<file path="config.mk">
export PLATFORM = sky130hd
export DESIGN_NAME = pwc_top
export DESIGN_NICKNAME = d
export VERILOG_FILES = /design/src/logic/pwc_pkg.sv /design/src/logic/pwc_channel.sv /design/src/logic/pwc_top.sv
export SDC_FILE = /design/constraint.sdc
export NUM_CORES = 1
export LEC_CHECK = 0
export ABC_AREA = 0
export BUFFER_PORTS_ARGS = -buffer_cell sky130_fd_sc_hd__clkbuf_2
export CAP_MARGIN = 20
export CORE_ASPECT_RATIO = 0.6
export CORE_MARGIN = 3
export CORE_UTILIZATION = 50
export DETAILED_ROUTE_END_ITERATION = 10
export GPL_ROUTABILITY_DRIVEN = 0
export MAX_ROUTING_LAYER = met4
export PLACE_DENSITY_LB_ADDON = 0.12
export SLEW_MARGIN = 20
export SYNTH_ARGS = -nofsm -noshare
export SYNTH_HDL_FRONTEND = slang
export SYNTH_SLANG_ARGS = --single-unit
</file>
<file path="constraint.sdc">
create_clock -name clk -period 3.65 [get_ports clk]
set_clock_uncertainty 0.2 [all_clocks]
set_input_delay 0.1825 -clock clk [delete_from_list [all_inputs] [get_ports clk]]
set_output_delay 0.1825 -clock clk [all_outputs]
set_load 0.01 [all_outputs]
</file>
<file path="src/logic/pwc_pkg.sv">
// Constants shared by the pulse width and period capture block.
// Assumes an 8-bit special-register style port with paged addresses.
package pwc_pkg;
    // Register offsets
    localparam logic [7:0] PERIOD_LO_ADDR = 8'hD9;
    localparam logic [7:0] PERIOD_HI_ADDR = 8'hDA;
    localparam logic [7:0] HIGH_LO_ADDR   = 8'hDB;
    localparam logic [7:0] HIGH_HI_ADDR   = 8'hDC;
    localparam logic [7:0] CONTROL_ADDR   = 8'hDD;
    // Page select values
    localparam logic       PAGE_PIN       = 1'b0;
    localparam logic       PAGE_SOFT      = 1'b1;
    // Control field positions
    localparam int         ENABLE_BIT     = 7;
    localparam int         DONE_BIT       = 6;
    localparam int         INPUT_BIT      = 4;
    localparam int         CLEAR_BIT      = 3;
    localparam int         CKSEL_MSB      = 2;
    // Reset values
    localparam logic [7:0] CONTROL_RESET  = 8'h03;
    localparam logic [15:0] COUNT_RESET   = 16'h0000;
    // Counting clock: source and base divider
    localparam int         SOURCE_MHZ     = 48;
    localparam int         BASE_DIV_LOG2  = 2;
endpackage : pwc_pkg

</file>
<file path="src/logic/pwc_channel.sv">
// One capture channel: edge detection, high and period counters, results.
// Assumes a sampled input already in the clk domain and a tick enable.
`timescale 1ns/1ps
module pwc_channel #(
    parameter int WIDTH = 16
) (
    input  wire logic             clk,
    input  wire logic             reset_n,
    input  wire logic             enable,      // Channel enable
    input  wire logic             sig_in,      // Sampled measured level
    input  wire logic             tick,        // One counting-clock tick
    output logic      [WIDTH-1:0] period_ff,   // Readable period count
    output logic      [WIDTH-1:0] high_ff,     // Readable high count
    output logic                  capture      // Measurement completed pulse
);
    logic             sig_d_ff;     // Previous input level
    logic             armed_ff;     // First rising edge seen
    logic [WIDTH-1:0] per_cnt_ff;   // Running period count
    logic [WIDTH-1:0] hi_cnt_ff;    // Running high count
    logic [WIDTH-1:0] hi_lat_ff;    // High count latched at fall
    logic             rise;
    logic             fall;
    logic [WIDTH-1:0] max_cnt;

    assign max_cnt = '1;
    assign rise    = enable && sig_in && !sig_d_ff;
    assign fall    = enable && !sig_in && sig_d_ff;
    // Completion only once a full period has been framed
    assign capture = rise && armed_ff;

    // Edge reference
    always_ff @(posedge clk or negedge reset_n) begin
        if (!reset_n) begin
            sig_d_ff <= 1'b0;
        end else begin
            sig_d_ff <= sig_in;
        end
    end

    // Armed after first rising edge while enabled
    always_ff @(posedge clk or negedge reset_n) begin
        if (!reset_n) begin
            armed_ff <= 1'b0;
        end else if (!enable) begin
            armed_ff <= 1'b0;
        end else if (rise) begin
            armed_ff <= 1'b1;
        end
    end

    // Period counter, restarts on each rising edge, saturates
    always_ff @(posedge clk or negedge reset_n) begin
        if (!reset_n) begin
            per_cnt_ff <= '0;
        end else if (!enable) begin
            per_cnt_ff <= '0;
        end else if (rise) begin
            per_cnt_ff <= '0;
        end else if (armed_ff && tick && per_cnt_ff != max_cnt) begin
            per_cnt_ff <= per_cnt_ff + 1'b1;
        end
    end

    // High counter, runs while input is high inside a period
    always_ff @(posedge clk or negedge reset_n) begin
        if (!reset_n) begin
            hi_cnt_ff <= '0;
        end else if (!enable || rise) begin
            hi_cnt_ff <= '0;
        end else if (armed_ff && sig_in && tick && hi_cnt_ff != max_cnt) begin
            hi_cnt_ff <= hi_cnt_ff + 1'b1;
        end
    end

    // Latch high count on falling edge
    always_ff @(posedge clk or negedge reset_n) begin
        if (!reset_n) begin
            hi_lat_ff <= '0;
        end else if (!enable) begin
            hi_lat_ff <= '0;
        end else if (fall && armed_ff) begin
            hi_lat_ff <= hi_cnt_ff;
        end
    end

    // Publish both results together at capture
    always_ff @(posedge clk or negedge reset_n) begin
        if (!reset_n) begin
            period_ff <= pwc_pkg::COUNT_RESET;
            high_ff   <= pwc_pkg::COUNT_RESET;
        end else if (capture) begin
            period_ff <= per_cnt_ff;
            high_ff   <= hi_lat_ff;
        end
    end
endmodule : pwc_channel

</file>
<file path="src/logic/pwc_top.sv">
// Pulse width and period capture with a pin channel and a soft channel.
// Assumes an 8-bit register port with one-cycle read/write strobes,
// a page select from outside, and pins asynchronous to clk.
`timescale 1ns/1ps
module pwc_top #(
    parameter int WIDTH    = 16,
    parameter int DIV_BITS = 10   // Divider width, covers the largest divide
) (
    input  wire logic       clk,
    input  wire logic       reset_n,
    input  wire logic       register_page_select,  // 0 pin channel, 1 soft channel
    input  wire logic [7:0] reg_addr,              // Register address
    input  wire logic       reg_wr,                // Write strobe
    input  wire logic       reg_rd,                // Read strobe
    input  wire logic [7:0] reg_wdata,             // Write data
    output logic      [7:0] reg_rdata_ff,          // Read data
    input  wire logic       measure_pin_a,         // First capture pin
    input  wire logic       measure_pin_b,         // Second capture pin
    output logic            capture_irq_ff         // Shared capture interrupt
);
    // Channel index 0 pin, 1 soft
    logic [7:0]       ctrl_ff   [2];   // Stored control bits (no done, no clear)
    logic [1:0]       done_ff;         // Done flags
    logic [1:0]       capture;         // Completion pulses
    logic [1:0]       sig;             // Per-channel sampled input
    logic [1:0]       tick;            // Per-channel counting tick
    logic [WIDTH-1:0] period   [2];
    logic [WIDTH-1:0] high     [2];
    logic [DIV_BITS-1:0] div_ff;       // Free-running divider of the count base
    logic             pin_a_s1_ff;     // Synchroniser stage one
    logic             pin_a_s2_ff;     // Synchroniser stage two
    logic             pin_b_s1_ff;
    logic             pin_b_s2_ff;
    logic             sel_ch;          // Addressed channel
    logic [7:0]       rd_next;         // Combinational read mux

    assign sel_ch = register_page_select;

    // Two-stage synchronisers on both pins
    always_ff @(posedge clk or negedge reset_n) begin
        if (!reset_n) begin
            pin_a_s1_ff <= 1'b0;
            pin_a_s2_ff <= 1'b0;
            pin_b_s1_ff <= 1'b0;
            pin_b_s2_ff <= 1'b0;
        end else begin
            pin_a_s1_ff <= measure_pin_a;
            pin_a_s2_ff <= pin_a_s1_ff;
            pin_b_s1_ff <= measure_pin_b;
            pin_b_s2_ff <= pin_b_s1_ff;
        end
    end

    // Input selection per channel
    assign sig[0] = ctrl_ff[0][pwc_pkg::INPUT_BIT] ? pin_a_s2_ff : pin_b_s2_ff;
    assign sig[1] = ctrl_ff[1][pwc_pkg::INPUT_BIT];

    // Free-running divider producing tick sources
    always_ff @(posedge clk or negedge reset_n) begin
        if (!reset_n) begin
            div_ff <= '0;
        end else begin
            div_ff <= div_ff + 1'b1;
        end
    end

    // Per-channel logic
    for (genvar c = 0; c < 2; c++) begin : g_ch
        logic [3:0] shift;   // log2 of divide in clk periods scale
        logic [DIV_BITS-1:0] mask;
        // Divide = 2^(code+2) of the 48 MHz base, expressed in clk cycles
        assign shift = 4'(ctrl_ff[c][pwc_pkg::CKSEL_MSB:0]) + 4'(pwc_pkg::BASE_DIV_LOG2);
        assign mask  = DIV_BITS'((1 << shift) - 1);
        // Tick once per selected period, approximated on the clk grid
        assign tick[c] = ((div_ff & mask) == '0);

        pwc_channel #(
            .WIDTH (WIDTH)
        ) u_ch (
            .clk       (clk),
            .reset_n   (reset_n),
            .enable    (ctrl_ff[c][pwc_pkg::ENABLE_BIT]),
            .sig_in    (sig[c]),
            .tick      (tick[c]),
            .period_ff (period[c]),
            .high_ff   (high[c]),
            .capture   (capture[c])
        );

        // Control storage, done and clear handled apart
        always_ff @(posedge clk or negedge reset_n) begin
            if (!reset_n) begin
                ctrl_ff[c] <= pwc_pkg::CONTROL_RESET;
            end else if (reg_wr && reg_addr == pwc_pkg::CONTROL_ADDR && sel_ch == 1'(c)) begin
                ctrl_ff[c] <= {reg_wdata[7], 1'b0, 1'b0, reg_wdata[4], 1'b0, reg_wdata[2:0]};
            end
        end

        // Done flag: set wins over write-one clear
        always_ff @(posedge clk or negedge reset_n) begin
            if (!reset_n) begin
                done_ff[c] <= 1'b0;
            end else if (capture[c]) begin
                done_ff[c] <= 1'b1;
            end else if (reg_wr && reg_addr == pwc_pkg::CONTROL_ADDR && sel_ch == 1'(c)
                         && reg_wdata[pwc_pkg::CLEAR_BIT]) begin
                done_ff[c] <= 1'b0;
            end
        end
    end

    // Shared interrupt: registered OR of both channels' completion pulses, one pulse when both complete in the same cycle
    always_ff @(posedge clk or negedge reset_n) begin
        if (!reset_n) begin
            capture_irq_ff <= 1'b0;
        end else begin
            capture_irq_ff <= |capture;
        end
    end

    // Read mux for the selected page
    always_comb begin
        rd_next = 8'h00;
        case (reg_addr)
            pwc_pkg::PERIOD_LO_ADDR: rd_next = period[sel_ch][7:0];
            pwc_pkg::PERIOD_HI_ADDR: rd_next = period[sel_ch][15:8];
            pwc_pkg::HIGH_LO_ADDR:   rd_next = high[sel_ch][7:0];
            pwc_pkg::HIGH_HI_ADDR:   rd_next = high[sel_ch][15:8];
            pwc_pkg::CONTROL_ADDR:   rd_next = {ctrl_ff[sel_ch][7], done_ff[sel_ch], 1'b0,
                                                ctrl_ff[sel_ch][4], 1'b0, ctrl_ff[sel_ch][2:0]};
            default:                 rd_next = 8'h00;
        endcase
    end

    // Registered read data
    always_ff @(posedge clk or negedge reset_n) begin
        if (!reset_n) begin
            reg_rdata_ff <= 8'h00;
        end else if (reg_rd) begin
            reg_rdata_ff <= rd_next;
        end
    end
endmodule : pwc_top

</file>
==> After elaboration in Yosys (flattened, before gate mapping) <==
Cells that the tools add are included.
{ "word_totals": {"output_inout_bits": 9, "register_bits": 199, "elab_cells": 134} }
{ "classes": {"order_cmp": 2, "n_reduce_logical": 42, "addsub": 9, "bitwise": 4, "shift": 2, "n_mux": 35, "eq_ne": 15} }
{ "ops": {"columns": ["op", "count"], "rows": [
  ["16-bit 2-to-1 mux", 20],
  ["16-bit by 1-bit adder with 16-bit output, second input constant", 4],
  ["16-bit != test, second input constant", 4],
  ["8-bit == test, second input constant", 5],
  ["8-bit one-hot mux with 5 select lines", 1],
  ["1-bit logical AND", 27],
  ["8-bit 2-to-1 mux", 3],
  ["10-bit bitwise AND", 2],
  ["10-bit logical NOT", 2],
  ["1-bit by 4-bit << shifter with 10-bit output, first input constant", 2],
  ["10-bit by 2-bit subtractor with 10-bit output, second input constant", 2],
  ["1-bit 2-to-1 mux", 11],
  ["10-bit by 1-bit adder with 10-bit output, second input constant", 1],
  ["3-bit by 2-bit adder with 4-bit output, second input constant", 2],
  ["2-bit by 1-bit != test with 1-bit output, second input constant", 4],
  ["2-bit nonzero test", 4],
  ["1-bit logical NOT", 6],
  ["3-bit by 1-bit != test with 1-bit output, second input constant", 2],
  ["2-bit >= comparator, second input constant", 1],
  ["1-bit logical OR", 2],
  ["1-bit by 2-bit less-than comparator with 1-bit output, second input constant", 1],
  ["1-bit inverter with 2-bit output", 1],
  ["2-bit OR reduction", 1],
  ["1-bit inverter", 1]
]} }

==> Depth between registers and ports, before layout <==
Gate-level depths: netlist of run 1.
{ "logic_depth": {"ltp_word": 10, "ltp_mapped": 14, "mapped_depth_nobuf": 11} }

==> Cells and area by module <==
A second synthesis of run 1 with hierarchy kept.
{ "unflattened": {"cells_unflattened": 946, "area_unflattened_um2": 10118.5} }
{ "by_module_without_submodules": {"columns": ["module", "instances", "area_each_um2", "cells_each"], "rows": [
  ["pwc_channel", 2, 3797.4, 348],
  ["pwc_top", 1, 2523.7, 250]
]} }

==> Worst setup path after synthesis of run 1 <==
Ideal clock, no wire load.
{ "synth_path": {"kind": "register to register", "from": "reg ctrl_ff[9] in the netlist's numbering", "to": "reg g_ch[0].u_ch.hi_cnt_ff[10]", "setup_ns": 0.078, "slack_ns": -0.242, "path_stages_with_launch": 13, "t_required_ns": 3.372, "synth_period_minus_slack_ns": 3.892, "t_arrival_ns": 3.614, "path_cell_list": "dfstp_2 -> buf_4 -> inv_1 -> ha_1 -> or4b_4 -> ha_1 -> nand2b_1 -> o2111a_1 -> nand4_1 -> or4_4 -> buf_6 -> or4_1 -> a21oi_1"} }
{ "synth_via": {"elab_chain_len": 8} }
{ "synth_rtl": {"columns": ["element", "line", "text"], "rows": [
  ["start: declaration", "pwc_top.sv:22", "logic [7:0] ctrl_ff [2];"],
  ["start signal: indexed assignment", "pwc_top.sv:93", "ctrl_ff[c] <= pwc_pkg::CONTROL_RESET;"],
  ["start signal: indexed assignment", "pwc_top.sv:95", "ctrl_ff[c] <= {reg_wdata[7], 1'b0, 1'b0, reg_wdata[4], 1'b0, reg_wdata[2:0]};"],
  ["3-bit by 2-bit adder with 4-bit output", "pwc_top.sv:72", "assign shift = 4'(ctrl_ff[c][pwc_pkg::CKSEL_MSB:0]) + 4'(pwc_pkg::BASE_DIV_LOG2);"],
  ["1-bit by 4-bit << shifter with 10-bit output", "pwc_top.sv:73", "assign mask = DIV_BITS'((1 << shift) - 1);"],
  ["10-bit by 2-bit subtractor with 10-bit output", "pwc_top.sv:73", null],
  ["10-bit bitwise AND", "pwc_top.sv:75", "assign tick[c] = ((div_ff & mask) == '0);"],
  ["10-bit logical NOT", "pwc_top.sv:75", null],
  ["1-bit logical AND (2 in series)", "pwc_channel.sv:70", "end else if (armed_ff && sig_in && tick && hi_cnt_ff != max_cnt) begin"],
  ["2-bit nonzero test (no source line)", null, null],
  ["end signal: assignment", "pwc_channel.sv:71", "hi_cnt_ff <= hi_cnt_ff + 1'b1;"],
  ["end: declaration", "pwc_channel.sv:19", "logic [WIDTH-1:0] hi_cnt_ff;"]
]} }
No other way between the ends.
A chain may end at the register's enable or synchronous reset.

==> Worst setup path in the final report of run 1 <==
{ "layout_path": {"from": "reg ctrl_ff[9] in the netlist's numbering", "to": "reg g_ch[0].u_ch.per_cnt_ff[7]"} }
{ "layout_via": {"elab_chain_len": 8} }
{ "layout_rtl": {"columns": ["element", "line", "text"], "rows": [
  ["3-bit by 2-bit adder with 4-bit output", "pwc_top.sv:72", null],
  ["1-bit by 4-bit << shifter with 10-bit output", "pwc_top.sv:73", null],
  ["10-bit by 2-bit subtractor with 10-bit output", "pwc_top.sv:73", null],
  ["10-bit bitwise AND", "pwc_top.sv:75", null],
  ["10-bit logical NOT", "pwc_top.sv:75", null],
  ["1-bit logical AND (2 in series)", "pwc_channel.sv:59", "end else if (armed_ff && tick && per_cnt_ff != max_cnt) begin"],
  ["3-bit by 1-bit != test with 1-bit output (no source line)", null, null],
  ["end signal: assignment", "pwc_channel.sv:60", "per_cnt_ff <= per_cnt_ff + 1'b1;"],
  ["end: declaration", "pwc_channel.sv:18", "logic [WIDTH-1:0] per_cnt_ff;"]
]} }
No other way between the ends.

==> flow_metrics.env, run 1 <==
export IMPL_syn_area_um2=10000
export IMPL_grt_overflow=0
export IMPL_hold_violations=0
export IMPL_vias_per_cell=6.06
export IMPL_netSwitchingFraction_pct=22.8
export IMPL_avgRoutedWirePerCell_um=19.5
export IMPL_grt_max_degree=79
export IMPL_die_h_um=116
export IMPL_maxCapViolCount=0
export IMPL_drt_iter0_drc=657
export IMPL_clkTransAtPathRegs_ns=0.07
export IMPL_cts_tree="built"
export IMPL_grt_pass1_wl_mm=41.4
export IMPL_seq_power_share_pct=49.7
export IMPL_cts_root_buf="clkbuf_16"
export IMPL_p_leak_uw=0.00474
export IMPL_async_flop_share_pct=100
export IMPL_finalCoreUtilization_pct=59.2
export IMPL_die_area_um2=21800
export IMPL_yosysWarnings=0
export IMPL_ys_ff_latch=199
export IMPL_clkLatencyLatePin_ns=0.45
export IMPL_start_kind="flop"
export IMPL_rr_endpoint="g_ch[0].u_ch.per_cnt_ff[7]"
export IMPL_syn_num_nets=1017
export IMPL_p_sw_uw=1020
export IMPL_internal_power_uw=3460
export IMPL_holdCritPathClass="input port to flop"
export IMPL_finalSetupViolCount=0
export IMPL_hpwl_mm=17.5
export IMPL_drive_gt1_share_pct=20.1
export IMPL_grt_busiest_layer="met1"
export IMPL_cts_buffer_depth=2
export IMPL_maxSlewViolCount=0
export IMPL_critPathKind="flop to flop"
export IMPL_met2_usage_pct=32.2
export IMPL_pwr_share_comb_pct=5.0
export IMPL_r2r_setup_slack_ns=0.02
export IMPL_fmax_mhz=276
export IMPL_cts_sinks=199
export IMPL_diodes=0
export IMPL_yosysTopAreaCellShare_pct=48.8
export IMPL_io_buffers=29
export IMPL_postRouteAntennaNets=0
export IMPL_stdcell_area_um2=11400
export IMPL_design_core_area_um2=19300
export IMPL_pwr_share_clk_pct=45.3
export IMPL_numCtsBuffers=17
export IMPL_synth_edf_count=0
export IMPL_yosysTopAreaCell="dfrtp_1"
export IMPL_seq_area_frac_synth_pct=49.8
export IMPL_placementRows=39
export IMPL_setup_tns_ns=0
export IMPL_crit_arrival_ns=3.80
export IMPL_syn_area_per_cell_um2=10.2
export IMPL_most_common_layout_cells="195 x dfrtp_1, 113 x nand2_1, 78 x mux2_2"
export IMPL_grt_pass1_vias=7386
export IMPL_grt_util_met3_pct=6.44
export IMPL_r2r_start="ctrl_ff[9]"
export IMPL_synth_cells=977
export IMPL_ios=32
export IMPL_post_dp_cell_area_um2=10600
export IMPL_htree_levels=4
export IMPL_fp_dieW_um=189
export IMPL_critical_path_startpoint="ctrl_ff[9]"
export IMPL_status="completed"
export IMPL_gr_usage_met1_pct=39.1
export IMPL_final_common_cell="dfrtp_1"
export IMPL_crit_end="g_ch[0].u_ch.per_cnt_ff[7]"
export IMPL_finalPower_uw=4480
export IMPL_tightestPinTransition_ns=1.05
export IMPL_nFillCells=1664
export IMPL_crit_required_ns=3.82
export IMPL_antenna_found_initial=0
export IMPL_grt_total_usage_pct=25.1
export IMPL_setup_ws_ns=0.0217
export IMPL_maxSlewHeadroom_pct=30.1
export IMPL_r2r_cells=12
export IMPL_period_needed_ns=3.63
export IMPL_crit_path_end_kind="flop"
export IMPL_synthFlopType="dfrtp_1"
export IMPL_area_growth_pct=14.3
export IMPL_nets=1063
export IMPL_cp_max_fo=13
export IMPL_power_density_nw_per_um2=392
export IMPL_drc=0
export IMPL_multiInputGateArea_um2=4860
export IMPL_start_util_pct=51.8
export IMPL_yosysUniqueCellTypes=68
export IMPL_worst_ir_drop_vdd_mv=0.321
export IMPL_first_pass_iters=5
export IMPL_pre_cts_ws_ns=-0.0752
export IMPL_drt_total_wl_mm=25.3
export IMPL_rsz0062_at_grt="yes"
export IMPL_vias=7879
export IMPL_synth_area_leaders="dfrtp_1 49%, mux2_2 8.8%, nand2_1 4.2%"
export IMPL_period_share_pct=99.4
export IMPL_register_area_um2=4980
[power groups by stage]
stage	Sequential [µW]	Combinational [µW]	Clock [µW]
6_report	2230	223	2030
5_1_grt	2230	246	2170
3_5_place_dp	2270	206	0
2_1_floorplan	2270	95.3	0
4_1_cts	2230	219	2070
3_3_place_gp	2270	204	0
[cells in the mapped netlist (3+ instances only)]
library cell and count:
dfrtp_1 195, nand2_1 113, mux2_2 78, a21oi_1 56
nand3_1 49, nor2_1 45, clkbuf_1 43, o21ai_0 42
or3_1 35, a21boi_0 33, inv_1 25, nand4_1 21
or4_1 21, o31ai_1 18, ha_1 17, mux2i_1 16
and3_1 15, nor3_1 12, xor2_1 10, nor4_1 9
o22ai_1 9, xnor2_1 9, nor2b_1 8, a22oi_1 7
nand2b_1 6, o211ai_1 6, buf_1 5, a31oi_1 4
dfstp_2 4, or2_2 4, a21o_1 3, a22o_1 3
and4_1 3, nand3b_1 3
[repair_timing]
| action | in CTS | in global routing |
|---|---|---|
| setup buffers | 3 | 0 |
| endpoints found under the hold margin | 97 | 0 |
| gates resized for setup | 6 | 14 |
| setup endpoints to repair | 14 | 33 |
| hold buffers | 10 | 0 |
| gates cloned | 4 | 0 |
| pin swaps | 9 | 20 |
[final cells by class]
class                      count  share of cell area (%)
sequential                   199                    43.6
multi-input combinational    706                    42.5
timing repair buffer          74                    4.78
clock buffer                  20                    3.91
tap                          266                    2.91
clock inverter                11                    1.52
inverter                      25                   0.821
[cell families after synthesis]
family	share of synthesized area [%]
buffers and inverters	2.93
xor gates and xnor gates	1.66
and+or+nand+nor	18.7
AOI/OAI and AO/OA	13.9
DFF	49.8
muxes	10.8
adders and majority gates	2.13
[worst max-delay path, cell delays in order (launching register included)]
cell	delay [ns]
dfstp_2	0.37
buf_4	0.18
ha_2	0.21
or4b_4	0.54
ha_4	0.28
nand2b_4	0.11
o2111a_1	0.18
nand4_1	0.09
buf_6	0.16
or4_4	0.60
buf_6	0.17
or3_1	0.34
a21oi_1	0.13
[layer usage]
layer,share of wire [%],vias to the layer above
met5,0,-
li1,-,3687
met3,7.5,24
met2,39,261
met1,52,3907
met4,1.2,0
[flip-flops by register name (all words and copies together) (netlist names)]
name	flops
pin_a_s1_ff	1
g_ch.u_ch.per_cnt_ff	32
done_ff	2
ctrl_ff	10
g_ch.u_ch.armed_ff	2
pin_b_s1_ff	1
g_ch.u_ch.hi_cnt_ff	32
g_ch.u_ch.sig_d_ff	2
div_ff	10
reg_rdata_ff	8
g_ch.u_ch.hi_lat_ff	32
capture_irq_ff	1
g_ch.u_ch.period_ff	32
g_ch.u_ch.high_ff	32
pin_a_s2_ff	1
pin_b_s2_ff	1
[worst min-delay path by stage]
stage	startpoint	endpoint	slack (ns)	cells past startpoint
after floorplan	reset_n	capture_irq_ff	-0.31	0
after CTS	reg_addr[2]	reg_rdata_ff[5]	0.06	4
after global routing	reg_wr	ctrl_ff[9]	0.12	5
final	reg_addr[2]	reg_rdata_ff[3]	0.1	4
after detailed placement	reset_n	g_ch[0].u_ch.per_cnt_ff[11]	0.06	1
after global placement	reset_n	g_ch[0].u_ch.per_cnt_ff[11]	0.06	1
[through the flow]
step,hold slack (ns),std cells
floorplan,-0.313,977
global placement,0.0629,1253
detailed placement,0.0606,1253
CTS,0.0601,1301
global route,0.116,1301
finish,0.0994,1301
Power figures use the tool's default switching activity.
==> run 2, diff against run 1 <==
--- a/config.mk
+++ b/config.mk
@@ -18,4 +18,5 @@
 export SLEW_MARGIN = 20
 export SYNTH_ARGS = -nofsm -noshare
 export SYNTH_HDL_FRONTEND = slang
+export SYNTH_HIERARCHICAL = 1
 export SYNTH_SLANG_ARGS = --single-unit
==> run 2 against run 1 <==
Compared with the run above:
- core utilization up 0.28 points
- combinational power down 17%
- die area up 1.1%
- first-iteration DRC count down 21%
- fmax down 2.9%
- cell area up 0.97%
- the run now ends with negative setup slack left
- register-to-register slack worse by 0.11 ns
- global-route usage down 2.3 points
- count of clock-buffer cells in the layout down 1
- via count down 3.7%
- setup slack worse by 0.11 ns
- power down 4.9%
==> flow_metrics.env, run 2 <==
export IMPL_grt_total_usage_pct=22.9
export IMPL_worst_ir_drop_vdd_mv=0.333
export IMPL_holdCritPathClass="input port to flop"
export IMPL_synth_cells=946
export IMPL_r2r_start="ctrl_ff[9]"
export IMPL_maxCapViolCount=0
export IMPL_synth_edf_count=0
export IMPL_grt_pass1_wl_mm=38.3
export IMPL_placementRows=39
export IMPL_drc=0
export IMPL_violations="negative setup slack"
export IMPL_drt_iter0_drc=518
export IMPL_grt_pass1_vias=7158
export IMPL_crit_required_ns=3.78
export IMPL_die_h_um=116
export IMPL_crit_path_end_kind="flop"
export IMPL_maxSlewHeadroom_pct=34.7
export IMPL_crit_family="simple AND/OR/NAND/NOR gates"
export IMPL_yosysWarnings=6
export IMPL_yosysTopAreaCellShare_pct=48.2
export IMPL_maxSlewViolCount=0
export IMPL_synthFlopType="dfrtp_1"
export IMPL_cts_sinks=199
export IMPL_seq_area_frac_synth_pct=49.3
export IMPL_crit_arrival_ns=3.87
export IMPL_avgRoutedWirePerCell_um=18.4
export IMPL_clkLatencyLatePin_ns=0.44
export IMPL_clkTransAtPathRegs_ns=0.07
export IMPL_area_growth_pct=14.1
export IMPL_nets=1041
export IMPL_syn_area_per_cell_um2=10.7
export IMPL_cpMaxStageDelayCell="dfstp_2"
export IMPL_htree_levels=4
export IMPL_most_common_layout_cells="195 x dfrtp_1, 119 x nand2_1, 71 x mux2_2"
export IMPL_drive_gt1_share_pct=23.3
export IMPL_synth_commonest_cells="195 x dfrtp_1, 121 x nand2_1, 77 x a21oi_1"
export IMPL_rr_endpoint="g_ch[0].u_ch/hi_cnt_ff[14]"
export IMPL_antenna_found_initial=0
export IMPL_cp_max_fo=6
export IMPL_period_needed_ns=3.74
export IMPL_die_area_um2=22000
export IMPL_postRouteAntennaNets=0
export IMPL_cts_tree="built"
export IMPL_fin_cells=1281
export IMPL_finalCoreUtilization_pct=59.5
export IMPL_min_delay_start="reg_wr"
export IMPL_yosysTopAreaCell="dfrtp_1"
export IMPL_critPathKind="flop to flop"
export IMPL_cts_root_buf="clkbuf_16"
export IMPL_r2r_cells=14
export IMPL_syn_area_um2=10100
export IMPL_grt_max_degree=106
export IMPL_ios=32
export IMPL_hold_end="ctrl_ff[9]"
export IMPL_tightestPinTransition_ns=0.974
export IMPL_max_stage_delay_ns=0.54
export IMPL_crit_chain="inv_2 -> ha_4 -> or2b_1 -> or3_1 -> ha_1 -> inv_1 -> a222oi_1 -> nand4_1 -> nor4_2 -> buf_4 -> and3_4 -> nand4_4 -> or4_1 -> o211a_1"
export IMPL_hold_violations=0
export IMPL_period_share_pct=102
export IMPL_path_buf_inv=3
export IMPL_yosysMostFrequentCell="dfrtp_1"
export IMPL_io_buffers=29
export IMPL_placed_cells=1227
export IMPL_setup_ws_ns=-0.0858
export IMPL_finalSetupViolCount=8
export IMPL_rsz0062_at_grt="yes"
export IMPL_crit_cells=14
export IMPL_start_util_pct=52.1
export IMPL_vias=7591
export IMPL_cts_buffer_depth=2
export IMPL_first_pass_iters=6
export IMPL_power_density_nw_per_um2=369
export IMPL_finalPower_uw=4260
export IMPL_syn_num_nets=985
export IMPL_whs_path_depth=4
export IMPL_ys_ff_latch=199
export IMPL_yosysUniqueCellTypes=73
export IMPL_async_flop_share_pct=100
export IMPL_start_kind="flop"
export IMPL_fmax_mhz=268
export IMPL_design_core_area_um2=19400
export IMPL_hpwl_mm=16.6
export IMPL_final_common_cell="dfrtp_1"
export IMPL_numCtsBuffers=17
export IMPL_drt_total_wl_mm=23.5
export IMPL_vias_per_cell=5.93
export IMPL_p_leak_uw=0.00502
export IMPL_diodes=0
export IMPL_r2r_setup_slack_ns=-0.09
export IMPL_synth_area_leaders="dfrtp_1 48%, mux2_2 7.9%, nand2_1 4.5%"
export IMPL_status="finished with violations"
export IMPL_fp_dieW_um=190
export IMPL_grt_overflow=0
-- run 2: how the worst max path moves through the flow --
stage               startpoint  slack [ns]                         end
floorplan           ctrl_ff[9]      -0.008  g_ch[0].u_ch/hi_cnt_ff[10]
global placement    ctrl_ff[9]       -0.04  g_ch[0].u_ch/hi_cnt_ff[10]
global route        ctrl_ff[9]       -0.25  g_ch[0].u_ch/hi_cnt_ff[10]
detailed placement  ctrl_ff[9]       -0.09  g_ch[0].u_ch/hi_cnt_ff[10]
finish              ctrl_ff[9]       -0.09  g_ch[0].u_ch/hi_cnt_ff[14]
CTS                 ctrl_ff[9]       -0.11  g_ch[0].u_ch/hi_cnt_ff[10]
-- run 2: kinds of logic after synthesis --
logic type                 count (synthesis)  share of synthesized area [%]
xor gates and xnor gates                  11                          0.952
adders and majority gates                 16                           1.98
and+or+nand+nor                          328                           18.7
DFF                                      199                           49.3
muxes                                    110                           12.3
buffers and inverters                     80                           3.82
AOI/OAI and AO/OA                        202                           13.1
-- run 2: per-stage QoR --
step / worst slack (ns) / area (µm²) / hold slack, ns / TNS (ns)
final: -0.0858 / 11500 / 0.0953 / -0.407
after global routing: -0.248 / 11500 / 0.103 / -3.81
after CTS: -0.110 / 11400 / 0.0804 / -0.961
after detailed placement: -0.0897 / 10600 / 0.0921 / -0.447
after global placement: -0.0421 / 10600 / 0.0914 / -0.0808
after floorplan: -0.00847 / 10100 / -0.313 / -0.0169
-- run 2: power breakdown --
part / leakage (µW) / switching [µW] / total [µW] / internal, µW
Combinational: 0.00200 / 115 / 185 / 69.9
Sequential: 0.00274 / 6.72 / 2220 / 2210
Clock: 0.000281 / 873 / 1860 / 985
-- run 2: worst min-delay path, stage by stage --
cell and delay (ns):
clkbuf_2 0.09, and4b_1 0.27, nand2_1 0.10, o21ai_0 0.08
-- run 2: layout make-up --
| class | instances | area [µm²] |
|---|---|---|
| Timing Repair Buffer | 84 | 648 |
| Tap cell | 266 | 333 |
| Sequential cell | 199 | 4980 |
| Inverter | 33 | 124 |
| Clock inverter | 13 | 120 |
| Multi-Input combinational cell | 667 | 4880 |
| Clock buffer | 19 | 453 |
| Fill cell | 1654 | 7870 |
-- run 2: what timing repair did --
item	4_1_cts	5_1_grt
hold buffers	12	0
pin swaps	3	15
setup buffers	4	7
cloned	0	0
setup endpoints to repair	16	29
resized for setup	6	33
endpoints found under the hold margin	120	0
-- run 2: layer usage --
layer  global-route usage (%)  share of wire, %  vias up
met2                     30.4                40      168
met5                        -                 0        -
li1                         -                 -     3624
met4                     4.58              0.73        0
met1                     34.9                53     3785
met3                     5.91               6.1       14
==> run 3, diff against run 2 <==
--- a/config.mk
+++ b/config.mk
@@ -5,7 +5,7 @@
 export SDC_FILE = /design/constraint.sdc
 export NUM_CORES = 1
 export LEC_CHECK = 0
-export ABC_AREA = 0
+export ABC_AREA = 1
 export BUFFER_PORTS_ARGS = -buffer_cell sky130_fd_sc_hd__clkbuf_2
 export CAP_MARGIN = 20
 export CORE_ASPECT_RATIO = 0.6
==> constraint.sdc (replaced) <==
create_clock -name clk -period 3.55 [get_ports clk]
set_clock_uncertainty 0.2 [all_clocks]
set_input_delay 0.1775 -clock clk [delete_from_list [all_inputs] [get_ports clk]]
set_output_delay 0.1775 -clock clk [all_outputs]
set_load 0.01 [all_outputs]
==> run 3 against run 2 <==
Compared with the run above:
- the flow now finishes without violations
- register-to-register slack improved by 0.42 ns
- global-route usage rose by 1.4 points
- largest power group unchanged
- core utilization is 1.9 points lower
- synthesized cell count increased by 49%
- clock power rose by 4%
==> flow_metrics.env, run 3 <==
export IMPL_drt_iter0_drc=976
export IMPL_clkTransAtPathRegs_ns=0.07
export IMPL_maxSlewHeadroom_pct=43.2
export IMPL_crit_arrival_ns=3.33
export IMPL_grt_pass1_vias=8254
export IMPL_diodes=0
export IMPL_p_leak_uw=0.00557
export IMPL_rsz0062_at_grt="no"
export IMPL_synth_cells=1414
export IMPL_first_pass_iters=6
export IMPL_hpwl_mm=20.0
export IMPL_drc=0
export IMPL_start_util_pct=52.4
export IMPL_synth_area_leaders="dfrtp_1 45%, nand2_1 16%, inv_1 6.1%"
export IMPL_yosysMostFrequentCell="nand2_1"
export IMPL_cts_buffer_depth=2
export IMPL_avgRoutedWirePerCell_um=15.5
export IMPL_postRouteAntennaNets=0
export IMPL_vias_per_cell=5.25
export IMPL_crit_path_end_kind="flop"
export IMPL_seq_area_frac_synth_pct=46.3
export IMPL_clkLatencyLatePin_ns=0.44
export IMPL_drt_total_wl_mm=26.8
export IMPL_crit_family="simple AND/OR/NAND/NOR gates"
export IMPL_critPathKind="flop to flop"
export IMPL_syn_area_per_cell_um2=7.62
export IMPL_finalCoreUtilization_pct=57.5
export IMPL_crit_cells=23
export IMPL_synth_edf_count=0
export IMPL_numCtsBuffers=17
export IMPL_syn_area_um2=10800
export IMPL_r2r_cells=23
export IMPL_status="completed"
export IMPL_holdCritPathClass="input port to flop"
export IMPL_fp_dieW_um=196
export IMPL_tightestPinTransition_ns=0.853
export IMPL_setup_ws_ns=0.331
export IMPL_power_density_nw_per_um2=373
export IMPL_syn_num_nets=1453
export IMPL_cts_sinks=199
export IMPL_cts_root_buf="clkbuf_16"
export IMPL_area_growth_pct=9.85
export IMPL_period_share_pct=90.7
export IMPL_grt_overflow=0
export IMPL_path_buf_inv=6
export IMPL_antenna_found_initial=0
export IMPL_nFillCells=1857
export IMPL_crit_chain="inv_1 -> ha_4 -> nor2_1 -> nand2_1 -> ha_1 -> inv_1 -> nand2_1 -> nand2_1 -> nand2_1 -> nand3_1 -> nand2_1 -> inv_1 -> nand3_1 -> nor2_1 -> buf_4 -> nand2_1 -> inv_1 -> nand2_1 -> nor2_4 -> buf_12 -> nor2_8 -> nand2_1 -> o21ai_0"
export IMPL_synth_commonest_cells="445 x nand2_1, 195 x dfrtp_1, 176 x inv_1"
export IMPL_maxCapViolCount=0
export IMPL_async_flop_share_pct=100
export IMPL_hold_violations=0
export IMPL_io_buffers=29
export IMPL_yosysUniqueCellTypes=43
export IMPL_die_h_um=120
export IMPL_htree_levels=4
export IMPL_nets=1486
export IMPL_crit_required_ns=3.66
export IMPL_fmax_mhz=311
export IMPL_final_common_cell="nand2_1"
export IMPL_grt_total_usage_pct=24.3
export IMPL_cp_max_fo=17
export IMPL_vias=9092
export IMPL_die_area_um2=23400
export IMPL_ys_ff_latch=199
export IMPL_period_needed_ns=3.22
export IMPL_worst_ir_drop_vdd_mv=0.343
export IMPL_placementRows=40
export IMPL_pre_cts_ws_ns=0.228
export IMPL_synthFlopType="dfrtp_1"
export IMPL_cp_common_cell="nand2_1"
export IMPL_maxSlewViolCount=0
export IMPL_yosysTopAreaCell="dfrtp_1"
export IMPL_grt_pass1_wl_mm=44.1
export IMPL_cpMaxStageDelayCell="dfstp_2"
export IMPL_grt_max_degree=107
export IMPL_yosysWarnings=6
export IMPL_whs_path_depth=7
export IMPL_yosysTopAreaCellShare_pct=45.3
export IMPL_max_stage_delay_ns=0.53
export IMPL_start_kind="flop"
export IMPL_ios=32
export IMPL_cts_tree="built"
export IMPL_finalSetupViolCount=0
export IMPL_setup_tns_ns=0
export IMPL_drive_gt1_share_pct=9.59
export IMPL_design_core_area_um2=20600
export IMPL_most_common_layout_cells="445 x nand2_1, 195 x dfrtp_1, 175 x inv_1"
==> run 3: kinds of logic after synthesis <==
kind of cell	after synthesis	share of synthesized area, %
multiplexers	2	0.197
XOR/XNOR	17	1.38
AO/OA/AOI/OAI	182	9.30
AND/OR/NAND/NOR	775	31.9
buffers and inverters	223	9.08
flip-flops	199	46.3
adder cells (fa/ha/maj)	16	1.86
==> run 3: path summary, 6_finish.rpt <==
kind / slack (ns) / start / to
worst max-delay path: 0.33 / ctrl_ff[9] / g_ch[0].u_ch/hi_cnt_ff[8]
worst min-delay path: 0.10 / reg_addr[0] / reg_rdata_ff[1]
worst max register to register: 0.33 / ctrl_ff[9] / g_ch[0].u_ch/hi_cnt_ff[8]
worst min register to register: 0.15 / pin_a_s1_ff / pin_a_s2_ff
max in group asynchronous: 2.12 / reset_n / g_ch[0].u_ch/per_cnt_ff[1]
min in group asynchronous: 0.21 / reset_n / div_ff[7]
==> run 3: layer usage <==
| layer | vias to the layer above | GRT usage [%] | routed length [µm] |
|---|---|---|---|
| met5 | - | - | 0 |
| met4 | 0 | 4.45 | 184 |
| met3 | 20 | 6.26 | 2380 |
| met2 | 268 | 29.0 | 9810 |
| met1 | 4232 | 40.2 | 14400 |
| li1 | 4572 | - | - |
==> run 3: repair_timing <==
action / in CTS / in global routing
gates resized for setup: 0 / 6
buffers inserted: 0 / 2
endpoints found under the hold margin: 123 / 0
setup endpoints to repair: 0 / 38
hold buffers: 10 / 0
==> run 3: tightest hold or removal path, cell delays in order <==
cell	delay, ns
clkbuf_2	0.13
nand2_2	0.11
nor2_1	0.06
nand3_1	0.06
nand2_1	0.06
nand2_1	0.05
nand2_1	0.04
==> run 3: area by class of cell <==
cell class	instances	area (µm²)	share of cell area [%]
inverter	179	674	5.70
clock inverter	11	124	1.05
timing repair buffer	58	422	3.56
multi-input combinational	992	4830	40.8
sequential	199	4980	42.1
clock buffer	21	460	3.89
tap	273	342	2.89
==> run 3: where the power goes <==
group | total [µW] | switching (µW) | internal (µW)
Sequential | 2290 | 11.2 | 2280
Combinational | 184 | 131 | 53.5
Clock | 1940 | 861 | 1080
Total | 4410 | 1000 | 3410
==> run 3: metrics by stage <==
stage                     hold slack, ns  power (µW)  area [µm²]  cells
after floorplan                   -0.318        2420       10800   1414
after global placement            0.0859        2510       11100   1689
after detailed placement          0.0872        2510       11100   1689
after CTS                         0.0804        4470       11800   1731
after global routing               0.141        4580       11800   1733
final                              0.104        4410       11800   1733
